### config.mk
export PLATFORM = sky130hd
export DESIGN_NAME = fctm_trip_mgr
export DESIGN_NICKNAME = d
export VERILOG_FILES = /design/src/hdl/fctm_pkg.sv /design/src/hdl/fctm_trip_mgr.sv /design/src/hdl/fctm_sync.sv /design/src/hdl/fctm_hist.sv
export SDC_FILE = /design/constraint.sdc
export NUM_CORES = 1
export LEC_CHECK = 0
export BUFFER_PORTS_ARGS = -buffer_cell sky130_fd_sc_hd__buf_4
export CELL_PAD_IN_SITES_DETAIL_PLACEMENT = 0
export CELL_PAD_IN_SITES_GLOBAL_PLACEMENT = 1
export CORE_AREA = 5 5 185 187
export CTS_CLUSTER_SIZE = 16
export DETAILED_ROUTE_END_ITERATION = 16
export DIE_AREA = 0 0 190 192
export PLACE_DENSITY = 0.87
export SYNTH_ARGS = -nofsm -noshare
export SYNTH_HDL_FRONTEND = slang
export SYNTH_HIERARCHICAL = 1
export SYNTH_SLANG_ARGS = --single-unit
### constraint.sdc
create_clock -name i_clk -period 3.55 [get_ports i_clk]
set_input_delay 0 -clock i_clk [delete_from_list [all_inputs] [get_ports i_clk]]
set_output_delay 0 -clock i_clk [all_outputs]
set_load 0.03 [all_outputs]
### src/hdl/fctm_pkg.sv
// constants and types shared by the field controller trip manager
package fctm_pkg;
   // register byte offsets
   localparam logic [7:0] REG_CTRL  = 8'h00;
   localparam logic [7:0] REG_CODE  = 8'h04;
   localparam logic [7:0] REG_CMD   = 8'h08;
   localparam logic [7:0] REG_STAT  = 8'h0C;
   localparam logic [7:0] REG_IRQ   = 8'h10;
   localparam logic [7:0] REG_MASK  = 8'h14;
   localparam logic [7:0] REG_HIST  = 8'h18;
   localparam logic [7:0] REG_WARN  = 8'h1C;
   localparam logic [7:0] REG_DIAG0 = 8'h20;
   localparam logic [7:0] REG_DIAG4 = 8'h30;
   // field positions
   localparam int CTRL_EN   = 0;
   localparam int CTRL_MODE = 1;
   localparam int CTRL_HRUN = 3;
   localparam int CMD_RESET = 0;
   localparam int IRQ_TRIP  = 0;
   localparam int IRQ_HOT   = 1;
   localparam int IRQ_FAIL  = 2;
   localparam int IRQ_LINK  = 3;
   localparam int IRQ_REFUS = 4;
   localparam int NUM_IRQ   = 5;
   // modes of the mode parameter
   localparam logic [1:0] MODE_NONE   = 2'h0;
   localparam logic [1:0] MODE_SOLO   = 2'h1;
   localparam logic [1:0] MODE_HOST   = 2'h2;
   localparam logic [1:0] MODE_LEGACY = 2'h3;
   // trip priority categories
   localparam logic [2:0] PRIO_HW   = 3'h1;
   localparam logic [2:0] PRIO_UV   = 3'h2;
   localparam logic [2:0] PRIO_NRST = 3'h3;
   localparam logic [2:0] PRIO_EEF  = 3'h4;
   localparam logic [2:0] PRIO_NORM = 3'h5;
   localparam logic [7:0] CODE_UV       = 8'h01;
   localparam logic [7:0] CODE_DEFAULTS = 8'h0A;
   // reset values, synchroniser width and response codes
   localparam logic [7:0] WARN_RST = 8'hC8;
   localparam logic [2:0] SYNC_RST = 3'h6;
   localparam int         SYNC_W   = 3;
   localparam logic [1:0] RESP_OK  = 2'h0;
   localparam logic [1:0] RESP_ERR = 2'h2;
   // timing
   localparam int          CLK_HZ       = 10000000;
   localparam int          TRIP_HOLD_MS = 1000;
   localparam logic [23:0] HOLD_CYC     = 24'(TRIP_HOLD_MS * (CLK_HZ / 1000));

   typedef enum logic [1:0] {LEFT_IDLE, LEFT_INH, LEFT_TRIP, LEFT_RUN} fctm_left_t;

   typedef struct packed {
      logic             awready;
      logic             wready;
      logic             bvalid;
      logic [1:0]       bresp;
      logic [7:0]       awaddr;
      logic [31:0]      wdata;
      logic [3:0]       wstrb;
      logic             arready;
      logic             rvalid;
      logic [1:0]       rresp;
      logic [31:0]      rdata;
      logic             enable;
      logic [1:0]       mode;
      logic             host_run;
      logic [7:0]       warn_thr;
      logic             tripped;
      logic [2:0]       prio;
      logic [7:0]       code;
      logic [23:0]      tmr;
      logic             eef_ok;
      logic             rearm;
      logic [4:0][15:0] frz;
      logic             alarm_hot;
      logic             alarm_fail;
      logic             alarm_link;
      logic [4:0]       irq_st;
      logic [4:0]       irq_mask;
      logic             irq;
      logic             field_en;
      fctm_left_t       left;
      logic [7:0]       right;
   } fctm_state_t;

   typedef struct packed {
      logic [2:0] s1;
      logic [2:0] s2;
   } fctm_sync_t;

   typedef struct packed {
      logic [3:0][7:0] ent;
   } fctm_hist_t;
endpackage : fctm_pkg

### src/hdl/fctm_trip_mgr.sv
// trip manager top: trip ranking, reset policy, alarms, status and AXI4-Lite registers
//
// Design decisions made here: the AXI4-Lite interface to the registers and the placing of the registers.
module fctm_trip_mgr #(
   parameter logic [23:0] P_HOLD_CYC = fctm_pkg::HOLD_CYC
) (
   input  wire logic        i_clk,
   input  wire logic        i_rst_n,
   input  wire logic        i_ce,
   input  wire logic        i_awvalid,
   output logic             o_awready,
   input  wire logic [7:0]  i_awaddr,
   input  wire logic        i_wvalid,
   output logic             o_wready,
   input  wire logic [31:0] i_wdata,
   input  wire logic [3:0]  i_wstrb,
   output logic             o_bvalid,
   input  wire logic        i_bready,
   output logic      [1:0]  o_bresp,
   input  wire logic        i_arvalid,
   output logic             o_arready,
   input  wire logic [7:0]  i_araddr,
   output logic             o_rvalid,
   input  wire logic        i_rready,
   output logic      [31:0] o_rdata,
   output logic      [1:0]  o_rresp,
   input  wire logic        i_trip_valid,
   input  wire logic [2:0]  i_trip_prio,
   input  wire logic [7:0]  i_trip_code,
   input  wire logic        i_supply_ok,
   input  wire logic        i_host_link_ok,
   input  wire logic        i_ribbon_conn,
   input  wire logic [7:0]  i_heatsink_temp,
   input  wire logic [15:0] i_diag_arm_v,
   input  wire logic [15:0] i_diag_flux_fb,
   input  wire logic [15:0] i_diag_field_i,
   input  wire logic [15:0] i_diag_fire_ang,
   input  wire logic [15:0] i_diag_flux_ref,
   output logic             o_field_en,
   output logic      [1:0]  o_left_disp,
   output logic      [7:0]  o_right_disp,
   output logic             o_alarm_hot,
   output logic             o_alarm_fail,
   output logic             o_host_link_lost_alarm,
   output logic             o_irq
);
   fctm_pkg::fctm_state_t s;
   fctm_pkg::fctm_state_t n;

   logic [2:0]       pin_s;
   logic             supply_s;
   logic             link_s;
   logic             ribbon_s;
   logic [31:0]      hist;
   logic [4:0][15:0] live;
   logic [4:0][15:0] view;
   logic             wr;
   logic [31:0]      wd;
   logic             cand_v;
   logic [2:0]       cand_prio;
   logic [7:0]       cand_code;
   logic             uv_pend;
   logic             accept;
   logic             rst_req;
   logic             rst_ok;
   logic             uv_clr;
   logic             clr;
   logic             def_req;
   logic             run_cond;
   logic [4:0]       ev;
   logic [4:0]       w1c;
   logic [31:0]      rd_val;
   logic             rd_ok;
   logic [2:0]       didx;

   // byte-lane merge of a write into an old register value
   function automatic logic [31:0] merge(input logic [31:0] old, input logic [31:0] nw,
                                         input logic [3:0] strb);
      logic [31:0] r;
      r = old;
      for (int i = 0; i < 4; i++) begin
         if (strb[i]) begin
            r[i*8 +: 8] = nw[i*8 +: 8];
         end
      end
      return r;
   endfunction : merge

   ////////////////////////////////////////////////////////////////////////////////
   fctm_sync u_sync (
      .i_clk   (i_clk),
      .i_rst_n (i_rst_n),
      .i_ce    (i_ce),
      .i_pin   ({i_supply_ok, i_host_link_ok, i_ribbon_conn}),
      .o_sync  (pin_s)
   );
   assign supply_s = pin_s[2];
   assign link_s   = pin_s[1];
   assign ribbon_s = pin_s[0];

   fctm_hist u_hist (
      .i_clk   (i_clk),
      .i_rst_n (i_rst_n),
      .i_ce    (i_ce),
      .i_push  (accept),
      .i_code  (cand_code),
      .o_hist  (hist)
   );

   assign live = {i_diag_flux_ref, i_diag_fire_ang, i_diag_field_i, i_diag_flux_fb, i_diag_arm_v};
   assign view = s.tripped ? s.frz : live;

   ////////////////////////////////////////////////////////////////////////////////
   // trip candidate and reset policy
   always_comb begin
      uv_pend = !supply_s && !(s.tripped && (s.prio == fctm_pkg::PRIO_UV));
      if (uv_pend && (!i_trip_valid || (i_trip_prio >= fctm_pkg::PRIO_UV))) begin
         cand_prio = fctm_pkg::PRIO_UV;
         cand_code = fctm_pkg::CODE_UV;
      end else begin
         cand_prio = i_trip_prio;
         cand_code = i_trip_code;
      end
      cand_v  = uv_pend || i_trip_valid;
      accept  = cand_v && (!s.tripped || (cand_prio < s.prio));
      wr      = !s.awready && !s.wready && !s.bvalid;
      wd      = merge(32'h0, s.wdata, s.wstrb);
      rst_req = wr && (s.awaddr == fctm_pkg::REG_CMD) && wd[fctm_pkg::CMD_RESET];
      def_req = wr && (s.awaddr == fctm_pkg::REG_CODE) && (wd[7:0] == fctm_pkg::CODE_DEFAULTS);
      // hardware and undervoltage categories never take a user reset
      rst_ok  = s.tripped && (s.tmr >= P_HOLD_CYC)
                && ((s.prio == fctm_pkg::PRIO_NORM)
                    || ((s.prio == fctm_pkg::PRIO_EEF) && s.eef_ok));
      uv_clr  = s.tripped && (s.prio == fctm_pkg::PRIO_UV) && supply_s;
      clr     = !accept && ((rst_req && rst_ok) || uv_clr);
   end

   ////////////////////////////////////////////////////////////////////////////////
   // register read decode
   always_comb begin
      rd_ok  = 1'b1;
      rd_val = 32'h0;
      didx   = 3'((i_araddr - fctm_pkg::REG_DIAG0) >> 2);
      if (i_araddr == fctm_pkg::REG_CTRL) begin
         rd_val = {28'h0, s.host_run, s.mode, s.enable};
      end else if (i_araddr == fctm_pkg::REG_CODE || i_araddr == fctm_pkg::REG_CMD) begin
         rd_val = 32'h0;
      end else if (i_araddr == fctm_pkg::REG_STAT) begin
         rd_val = {13'h0, s.eef_ok, s.alarm_link, s.alarm_fail, s.alarm_hot, s.left,
                   s.field_en, s.code, s.prio, s.tripped};
      end else if (i_araddr == fctm_pkg::REG_IRQ) begin
         rd_val = {27'h0, s.irq_st};
      end else if (i_araddr == fctm_pkg::REG_MASK) begin
         rd_val = {27'h0, s.irq_mask};
      end else if (i_araddr == fctm_pkg::REG_HIST) begin
         rd_val = hist;
      end else if (i_araddr == fctm_pkg::REG_WARN) begin
         rd_val = {24'h0, s.warn_thr};
      end else if (i_araddr >= fctm_pkg::REG_DIAG0 && i_araddr <= fctm_pkg::REG_DIAG4
                   && i_araddr[1:0] == 2'h0) begin
         rd_val = {16'h0, view[didx]};
      end else begin
         rd_ok = 1'b0;
      end
   end

   ////////////////////////////////////////////////////////////////////////////////
   always_comb begin
      n   = s;
      ev  = 5'h0;
      w1c = 5'h0;
      // write channel
      if (i_awvalid && s.awready) begin
         n.awready = 1'b0;
         n.awaddr  = i_awaddr;
      end
      if (i_wvalid && s.wready) begin
         n.wready = 1'b0;
         n.wdata  = i_wdata;
         n.wstrb  = i_wstrb;
      end
      if (s.bvalid && i_bready) begin
         n.bvalid  = 1'b0;
         n.awready = 1'b1;
         n.wready  = 1'b1;
      end
      if (wr) begin
         n.bvalid = 1'b1;
         n.bresp  = fctm_pkg::RESP_OK;
         if (s.awaddr == fctm_pkg::REG_CTRL) begin
            {n.host_run, n.mode, n.enable} = 4'(merge({28'h0, s.host_run, s.mode, s.enable},
                                                s.wdata, s.wstrb));
         end else if (s.awaddr == fctm_pkg::REG_IRQ) begin
            w1c = wd[4:0];
         end else if (s.awaddr == fctm_pkg::REG_MASK) begin
            n.irq_mask = 5'(merge({27'h0, s.irq_mask}, s.wdata, s.wstrb));
         end else if (s.awaddr == fctm_pkg::REG_WARN) begin
            n.warn_thr = 8'(merge({24'h0, s.warn_thr}, s.wdata, s.wstrb));
         end else if (s.awaddr != fctm_pkg::REG_CODE && s.awaddr != fctm_pkg::REG_CMD) begin
            n.bresp = fctm_pkg::RESP_ERR;
         end
      end
      // read channel
      if (s.rvalid && i_rready) begin
         n.rvalid  = 1'b0;
         n.arready = 1'b1;
      end
      if (i_arvalid && s.arready) begin
         n.arready = 1'b0;
         n.rvalid  = 1'b1;
         n.rdata   = rd_val;
         n.rresp   = rd_ok ? fctm_pkg::RESP_OK : fctm_pkg::RESP_ERR;
      end
      // defaults load from the code register while disabled; while enabled the fail alarm is raised instead
      if (def_req) begin
         if (s.enable) begin
            n.alarm_fail  = 1'b1;
            ev[fctm_pkg::IRQ_FAIL] = 1'b1;
         end else begin
            n.alarm_fail = 1'b0;
            n.mode       = fctm_pkg::MODE_NONE;
            n.host_run   = 1'b0;
            n.warn_thr   = fctm_pkg::WARN_RST;
            n.eef_ok     = 1'b1;
         end
      end
      // trip timer saturates at the hold time
      if (s.tripped && s.tmr < P_HOLD_CYC) begin
         n.tmr = s.tmr + 24'h1;
      end
      if (rst_req && s.tripped && !rst_ok) begin
         ev[fctm_pkg::IRQ_REFUS] = 1'b1;
      end
      if (accept) begin
         n.tripped = 1'b1;
         n.prio    = cand_prio;
         n.code    = cand_code;
         n.tmr     = 24'h0;
         n.eef_ok  = 1'b0;
         ev[fctm_pkg::IRQ_TRIP] = 1'b1;
         if (!s.tripped) begin
            n.frz = live;
         end
      end else if (clr) begin
         n.tripped = 1'b0;
         n.rearm   = 1'b1;
      end
      // run condition of the settings that stand after this cycle
      case (n.mode)
         fctm_pkg::MODE_SOLO:   run_cond = n.enable;
         fctm_pkg::MODE_HOST:   run_cond = n.enable && n.host_run;
         fctm_pkg::MODE_LEGACY: run_cond = n.enable && ribbon_s;
         default:               run_cond = 1'b0;
      endcase
      if (!run_cond) begin
         n.rearm = 1'b0;
      end
      // alarms run regardless of trip state
      n.alarm_hot  = i_heatsink_temp >= s.warn_thr;
      n.alarm_link = !link_s;
      ev[fctm_pkg::IRQ_HOT]  = n.alarm_hot;
      ev[fctm_pkg::IRQ_LINK] = n.alarm_link;
      n.irq_st = (s.irq_st & ~w1c) | ev;
      n.irq    = |(n.irq_st & n.irq_mask);
      // indications
      n.field_en = !n.tripped && run_cond && !n.rearm;
      if (n.tripped) begin
         n.left  = fctm_pkg::LEFT_TRIP;
         n.right = n.code;
      end else begin
         n.right = 8'h0;
         if (!n.enable) begin
            n.left = fctm_pkg::LEFT_INH;
         end else if (n.field_en) begin
            n.left = fctm_pkg::LEFT_RUN;
         end else begin
            n.left = fctm_pkg::LEFT_IDLE;
         end
      end
   end

   always_ff @(posedge i_clk or negedge i_rst_n) begin
      if (!i_rst_n) begin
         s          <= '0;
         s.awready  <= 1'b1;
         s.wready   <= 1'b1;
         s.arready  <= 1'b1;
         s.warn_thr <= fctm_pkg::WARN_RST;
         s.left     <= fctm_pkg::LEFT_INH;
      end else if (i_ce) begin
         s <= n;
      end
   end

   assign o_awready              = s.awready;
   assign o_wready               = s.wready;
   assign o_bvalid               = s.bvalid;
   assign o_bresp                = s.bresp;
   assign o_arready              = s.arready;
   assign o_rvalid               = s.rvalid;
   assign o_rdata                = s.rdata;
   assign o_rresp                = s.rresp;
   assign o_field_en             = s.field_en;
   assign o_left_disp            = s.left;
   assign o_right_disp           = s.right;
   assign o_alarm_hot            = s.alarm_hot;
   assign o_alarm_fail           = s.alarm_fail;
   assign o_host_link_lost_alarm = s.alarm_link;
   assign o_irq                  = s.irq;
endmodule : fctm_trip_mgr

### src/hdl/fctm_sync.sv
// two-stage synchroniser for the asynchronous status pins
module fctm_sync (
   input  wire logic                    i_clk,
   input  wire logic                    i_rst_n,
   input  wire logic                    i_ce,
   input  wire logic [fctm_pkg::SYNC_W-1:0] i_pin,
   output logic      [fctm_pkg::SYNC_W-1:0] o_sync
);
   fctm_pkg::fctm_sync_t s_q;
   fctm_pkg::fctm_sync_t s_d;

   always_comb begin
      s_d    = s_q;
      s_d.s1 = i_pin;
      s_d.s2 = s_q.s1;
   end

   always_ff @(posedge i_clk or negedge i_rst_n) begin
      if (!i_rst_n) begin
         s_q.s1 <= fctm_pkg::SYNC_RST;
         s_q.s2 <= fctm_pkg::SYNC_RST;
      end else if (i_ce) begin
         s_q <= s_d;
      end
   end

   assign o_sync = s_q.s2;
endmodule : fctm_sync

### src/hdl/fctm_hist.sv
// four-entry trip history, entry 0 newest
module fctm_hist (
   input  wire logic        i_clk,
   input  wire logic        i_rst_n,
   input  wire logic        i_ce,
   input  wire logic        i_push,
   input  wire logic [7:0]  i_code,
   output logic      [31:0] o_hist
);
   fctm_pkg::fctm_hist_t s_q;
   fctm_pkg::fctm_hist_t s_d;

   always_comb begin
      s_d = s_q;
      if (i_push) begin
         s_d.ent = {s_q.ent[2:0], i_code};
      end
   end

   always_ff @(posedge i_clk or negedge i_rst_n) begin
      if (!i_rst_n) begin
         s_q <= '0;
      end else if (i_ce) begin
         s_q <= s_d;
      end
   end

   assign o_hist = s_q.ent;
endmodule : fctm_hist

Yosys cells after proc, flatten, opt, wreduce, memory -nomap -nowiden:

Index checks and enable logic that the tools add are counted.

* $add $sub $neg: 2
* multipliers: 0
* divide/modulo/power cells: 0
* magnitude comparators: 8
* eq/ne operators: 22
* shift operators: 0
* multiplexer cells: 69
* bitwise operators: 4
* reduce and logical (&&, ||, !) cells: 71

Operators with widths (number)
* two-way mux 32 bit: 6
* two-way mux 80 bit: 1
* == test 8 x 5 -> 1 bit (second input constant): 7
* two-way mux 8 bit: 7
* binary-select mux 16 bit (select 3 bit): 1
* two-way mux 16 bit: 3
* two-way mux 5 bit: 8
* two-way mux 36 bit: 1
* two-way mux 33 bit: 1
* == test 8 x 4 -> 1 bit (second input constant): 4
* logical AND 1 bit: 31
* adder 24 x 1 -> 24 bit (second input constant): 1
* greater-or-equal comparator 24 bit (second input constant): 1
* < comparator 24 bit (second input constant): 1
* two-way mux 24 bit: 1
* two-way mux 11 bit: 2
* AND reduction 2 bit: 11
* two-way mux 1 bit: 21
* two-way mux 2 bit: 9
* == test 8 x 3 -> 1 bit (second input constant): 2
* logical NOT 8 bit: 2
* logical NOT 1 bit: 12
* two-way mux 12 bit: 1
* nonzero test 2 bit: 6
* other kinds (25): 36

* bits in registers: 251
* latch bits: 0
* bits in writable memories: 0
* memory bits (read-only): 0
* bits of input ports: 163
* output and inout bits: 56
* memories kept: 0

Logic depth before layout (Yosys ltp):

* depth in word-level cells: 19
* gate-level depth with buffers: 13

Hierarchy:

The synthesis kept the hierarchy.

Modules (own cells, without submodules)
* fctm_trip_mgr: instances 1, cells an instance 1054, area an instance 11398.4 sq um, sequential area each 5288.8 sq um
* fctm_hist: instances 1, cells an instance 68, area an instance 1345.0 sq um, sequential area each 800.8 sq um
* fctm_sync: instances 1, cells an instance 13, area an instance 256.5 sq um, sequential area each 155.1 sq um

Worst setup path before layout:

OpenSTA, ideal clock, no wires.

* path type: register to register
* start point: register s[142] in the netlist's numbering
* end point: register s[100] in the netlist's numbering
* arrival: 3.174 ns
* required time: 3.425 ns
* setup slack: 0.252 ns
* cell stages (with the launch flop): 13
* period minus slack after synthesis: 3.298 ns
* cell sequence: dfrtp_1 > buf_4 > nor4bb_1 > nor2_1 > nand2_1 > nand2b_1 > ha_1 > or3b_2 > o2111ai_1 > o2111ai_1 > nor2_1 > buf_2 > mux2_2

* longest elaborated chain between the ends: 9

Ends and longest elaborated chain
* start: declaration: line fctm_trip_mgr.sv:47 `fctm_pkg::fctm_state_t s;`
* start signal: assignment: line fctm_trip_mgr.sv:291 `s <= n;`
* logical AND 1 bit: line fctm_trip_mgr.sv:116 `uv_pend = !supply_s && !(s.tripped && (s.prio == fctm_pkg::PRIO_UV));`
* logical NOT 1 bit: line fctm_trip_mgr.sv:116
* logical AND 1 bit: line fctm_trip_mgr.sv:116
* logical AND 1 bit: line fctm_trip_mgr.sv:117 `if (uv_pend && (!i_trip_valid || (i_trip_prio >= fctm_pkg::PRIO_UV))) begin`
* two-way mux 3 bit: line fctm_trip_mgr.sv:117
* via cand_prio[1]: line fctm_trip_mgr.sv:60 `logic [2:0] cand_prio;`
* < comparator 3 bit: line fctm_trip_mgr.sv:125 `accept = cand_v && (!s.tripped || (cand_prio < s.prio));`
* logical OR 1 bit: line fctm_trip_mgr.sv:125
* logical AND 1 bit: line fctm_trip_mgr.sv:125
* AND reduction 2 bit (no source line)

The timed path passes the listed nets, and every way through them passes these cells.
A chain may end at the register's enable or synchronous reset.

Worst setup path after layout:

* start point: register s[139] in the netlist's numbering
* end point: register s[51] in the netlist's numbering

* longest elaborated chain between the ends: 10

Ends and longest elaborated chain (line)
* == test 3 x 2 -> 1 bit: fctm_trip_mgr.sv:116
* logical AND 1 bit: fctm_trip_mgr.sv:116
* logical NOT 1 bit: fctm_trip_mgr.sv:116
* logical AND 1 bit: fctm_trip_mgr.sv:116
* logical AND 1 bit: fctm_trip_mgr.sv:117
* two-way mux 3 bit: fctm_trip_mgr.sv:117
* via cand_prio[1]: fctm_trip_mgr.sv:60
* < comparator 3 bit: fctm_trip_mgr.sv:125
* logical OR 1 bit: fctm_trip_mgr.sv:125
* logical AND 1 bit: fctm_trip_mgr.sv:125
* AND reduction 2 bit (no source line)

The timed path passes the listed nets, and every way through them passes these cells.

==> impl_results.md <==
- Final Hold Fails: 0
- Share of layout cells above drive strength 1: 32.4%
- Layout overhead on the synthesized area: 28.8%
- Min-delay worst type: primary input to flop
- Place WS: 0.355 ns
- Max clock buf depth: 3
- Post-layout min period: 3.24 ns
- Final setup viols: 0
- Top_reg_cell synth: dfrtp_1
- Core Area: 0.0323 mm²
- Setup ws final: 0.313 ns
- Die X: 190 µm
- Root buffer cell: clkbuf_16
- Syn Inst Count: 1135
- Synthesized flop and latch total: 249
- Cell variety after synth: 75
- Initial antenna violation count: 1
- Max incr delay on CP: 0.46 ns
- Post-route cell area: 0.0167 mm²
- Vias in the first global route: 10600
- First-pass DRT Iterations: 6
- Post-Syn Area: 0.0130 mm²
- Critical path startpoint: s[139]
- Leading area contributor after synthesis: dfrtp_1
- Setup TNS: 0 ns
- Fin crit share: 91.2%
- Synth warnings: 6
- Worst setup EP type: flop
- Clk_lat worst skew: 0.55 ns
- Clock skew: 0.0183 ns
- Remaining antenna violation count: 0
- Critical-path cell list: nor4bb_1, nor2_1, nand2_1, nand2b_1, ha_1, or3b_2, o2111ai_1, o2111ai_1, nor2_4, buf_12, mux2_2
- Worst Tran Pin Value: 0.887 ns
- WP data required: 3.98 ns
- Slew Limit Fails: 0
- Routed WL: 36.6 mm
- DIE AREA: 0.0365 mm²
- Clk network pwr share: 25.4%
- I/O pins: 219
- Clock tree sinks: 249
- Port Buffers: 189
- CP Max Fanout: 42
- Crit-path leading delay family: simple AND/OR/NAND/NOR gates
- Row count: 66
- Routed via count: 10000
- Most frequent cells in the layout: dfrtp_1 (237), buf_4 (209), dlygate4sd3_1 (127)
- Fin util: 51.9%
- GPL Wtd Cong: 0.861
- Sequential Power Share: 41.0%
- Sw Ratio: 32.5%
- PD cells: 661 mW/mm²
- Worst hold margin: 0.0472 ns
- Final net count: 1575
- F_max: 0.309 GHz
- Post-CTS setup buffer count: 0
- Placed instance area: 0.0146 mm²
- P_sw: 3.60 mW
- Avg WL per Cell: 19.6 µm
- CTS Buf Count: 29
- RSZ-0062 raised after global routing: false
- Total global routing overflow: 0
- Syn avg cell area: 11.5 µm²
- Hold buffer count at cts: 127
- Slew HR: 40.7%
- Startpoint types: flop
- Area contributors post-synth: dfrtp_1 (46%), mux2_2 (9.7%), mux4_2 (5.5%)
- Pleak: 7.47 nW
- Die H: 192 µm
- Asr flop ratio synth: 100%
- Final Instance Count excl. Fillers: 1864
- Detailed Place HPWL: 25.0 mm
- Critical path arrival: 3.67 ns
- Internal power: 7.48 mW
- GRT Util Overall: 19.9%
- Min-Delay Startpoint: i_araddr[4]
- Resized cells post-CTS: 0
- Synth top area share: 45.8%
- Placed Cells: 1684
- Largest net degree at the start of global routing: 108
- Max-cap violations: 0
- Commonest non-fill, non-tap cell in the layout: dfrtp_1
- Peak VDD IR: 0.630 mV
- CTS tree: done
- Sequential share of the synthesized area: 48.0%
- CP Class: flop to flop
- 1st-iter DRT viols: 811
- Initial Util: 40.3%
- Slowest cell on crit path: or3b_2
- Post-synth EDFFs: 0
- Gate power share: 33.6%
- Status: completed
- CTS clk-pin slew, worst paths: 0.06 ns
- CP most frequent cell: o2111ai_1
- CP Buf/Inv Count: 1
- Drt drc: 0
- Critical R2R Launch: s[139]
- Vias/cell: 5.37
- Total power: 11.1 mW
- First-pass GRT wire length: 58.4 mm
- H-Tree Depth: 1
[power by group through the flow]
stage / combinational [mW] / clock, mW / sequential [mW]
final: 3.73 / 2.81 / 4.54
after global routing: 4.06 / 3.01 / 4.64
after CTS: 3.75 / 2.87 / 4.51
after detailed placement: 3.62 / 0 / 4.55
after global placement: 3.51 / 0 / 4.48
after floorplan: 2.84 / 0 / 4.28
[tightest hold or removal path, delay by kind of cell]
kind / cells / cell delay [ns]
buffers and inverters: 1 / 0.19
AO/OA/AOI/OAI: 3 / 0.35
[layout make-up]
| cell class | count | area, µm² |
|---|---|---|
| antenna | 1 | 2.50 |
| sequential | 249 | 6250 |
| fill | 2779 | 15500 |
| inverter | 45 | 169 |
| clock inverter | 10 | 91.3 |
| tap | 442 | 553 |
| timing repair buffer | 342 | 2960 |
| multi-input combinational | 733 | 5930 |
| clock buffer | 42 | 795 |
[synth_stat cells, types with 7 or more instances]
master,n
nand2_1,67
o221ai_1,9
dfstp_2,11
a22o_1,18
dfrtp_1,238
o21ai_0,64
a22oi_1,28
or3_1,11
and2_1,14
nand4_1,17
buf_2,15
nor3_1,18
nor4_1,7
ha_1,12
nor2_1,60
clkbuf_1,34
mux2i_1,16
mux2_4,36
xnor2_1,7
nand2b_1,8
o211ai_1,8
inv_1,44
buf_1,7
nor2b_1,11
mux4_2,32
o21ai_1,7
and3_1,9
mux2_2,112
nand3_1,33
buf_4,48
a21oi_1,37
[final timing paths]
kind	end	slack (ns)	depth (start not counted)
max	s[51]	0.31	11
min	o_rdata[1]	0.05	4
max reg2reg	s[51]	0.31	11
min reg2reg	o_rdata[4]	0.49	2
max in group asynchronous	s[150]	2.48	3
min in group asynchronous	s[58]	0.12	2
[logic make-up (layout without fill, tap and decap cells)]
group / after synthesis / in the layout / share of synthesized area (%)
DFF: 249 / 249 / 48.0
buffers and inverters: 154 / 439 / 6.42
adders and majority gates: 12 / 12 / 1.15
and+or+nand+nor: 284 / 284 / 11.3
muxes: 197 / 197 / 20.7
xor gates and xnor gates: 11 / 11 / 0.741
AOI/OAI and AO/OA: 227 / 227 / 11.6
other: 1 / 3 / 0.0288
[state kept, by name, summed over array words and instances (netlist names)]
register,flops
o_awready,1
o_arready,1
o_rvalid,1
o_field_en,1
s,157
o_bvalid,1
u_sync/o_sync,3
o_right_disp,8
o_rdata,32
o_rresp,1
o_alarm_fail,1
u_hist/o_hist,32
u_sync/s_d,3
o_host_link_lost_alarm,1
o_left_disp,2
o_wready,1
o_alarm_hot,1
o_irq,1
o_bresp,1
[per-layer routing]
metal	up-vias	track usage, %	part of all wire [%]
met5	-	0	0
met2	303	33.1	48
li1	4644	-	-
met4	0	6.15	3.2
met3	67	3.54	5.7
met1	4991	26.8	43
No activity file was read; power rests on OpenSTA's default activity.
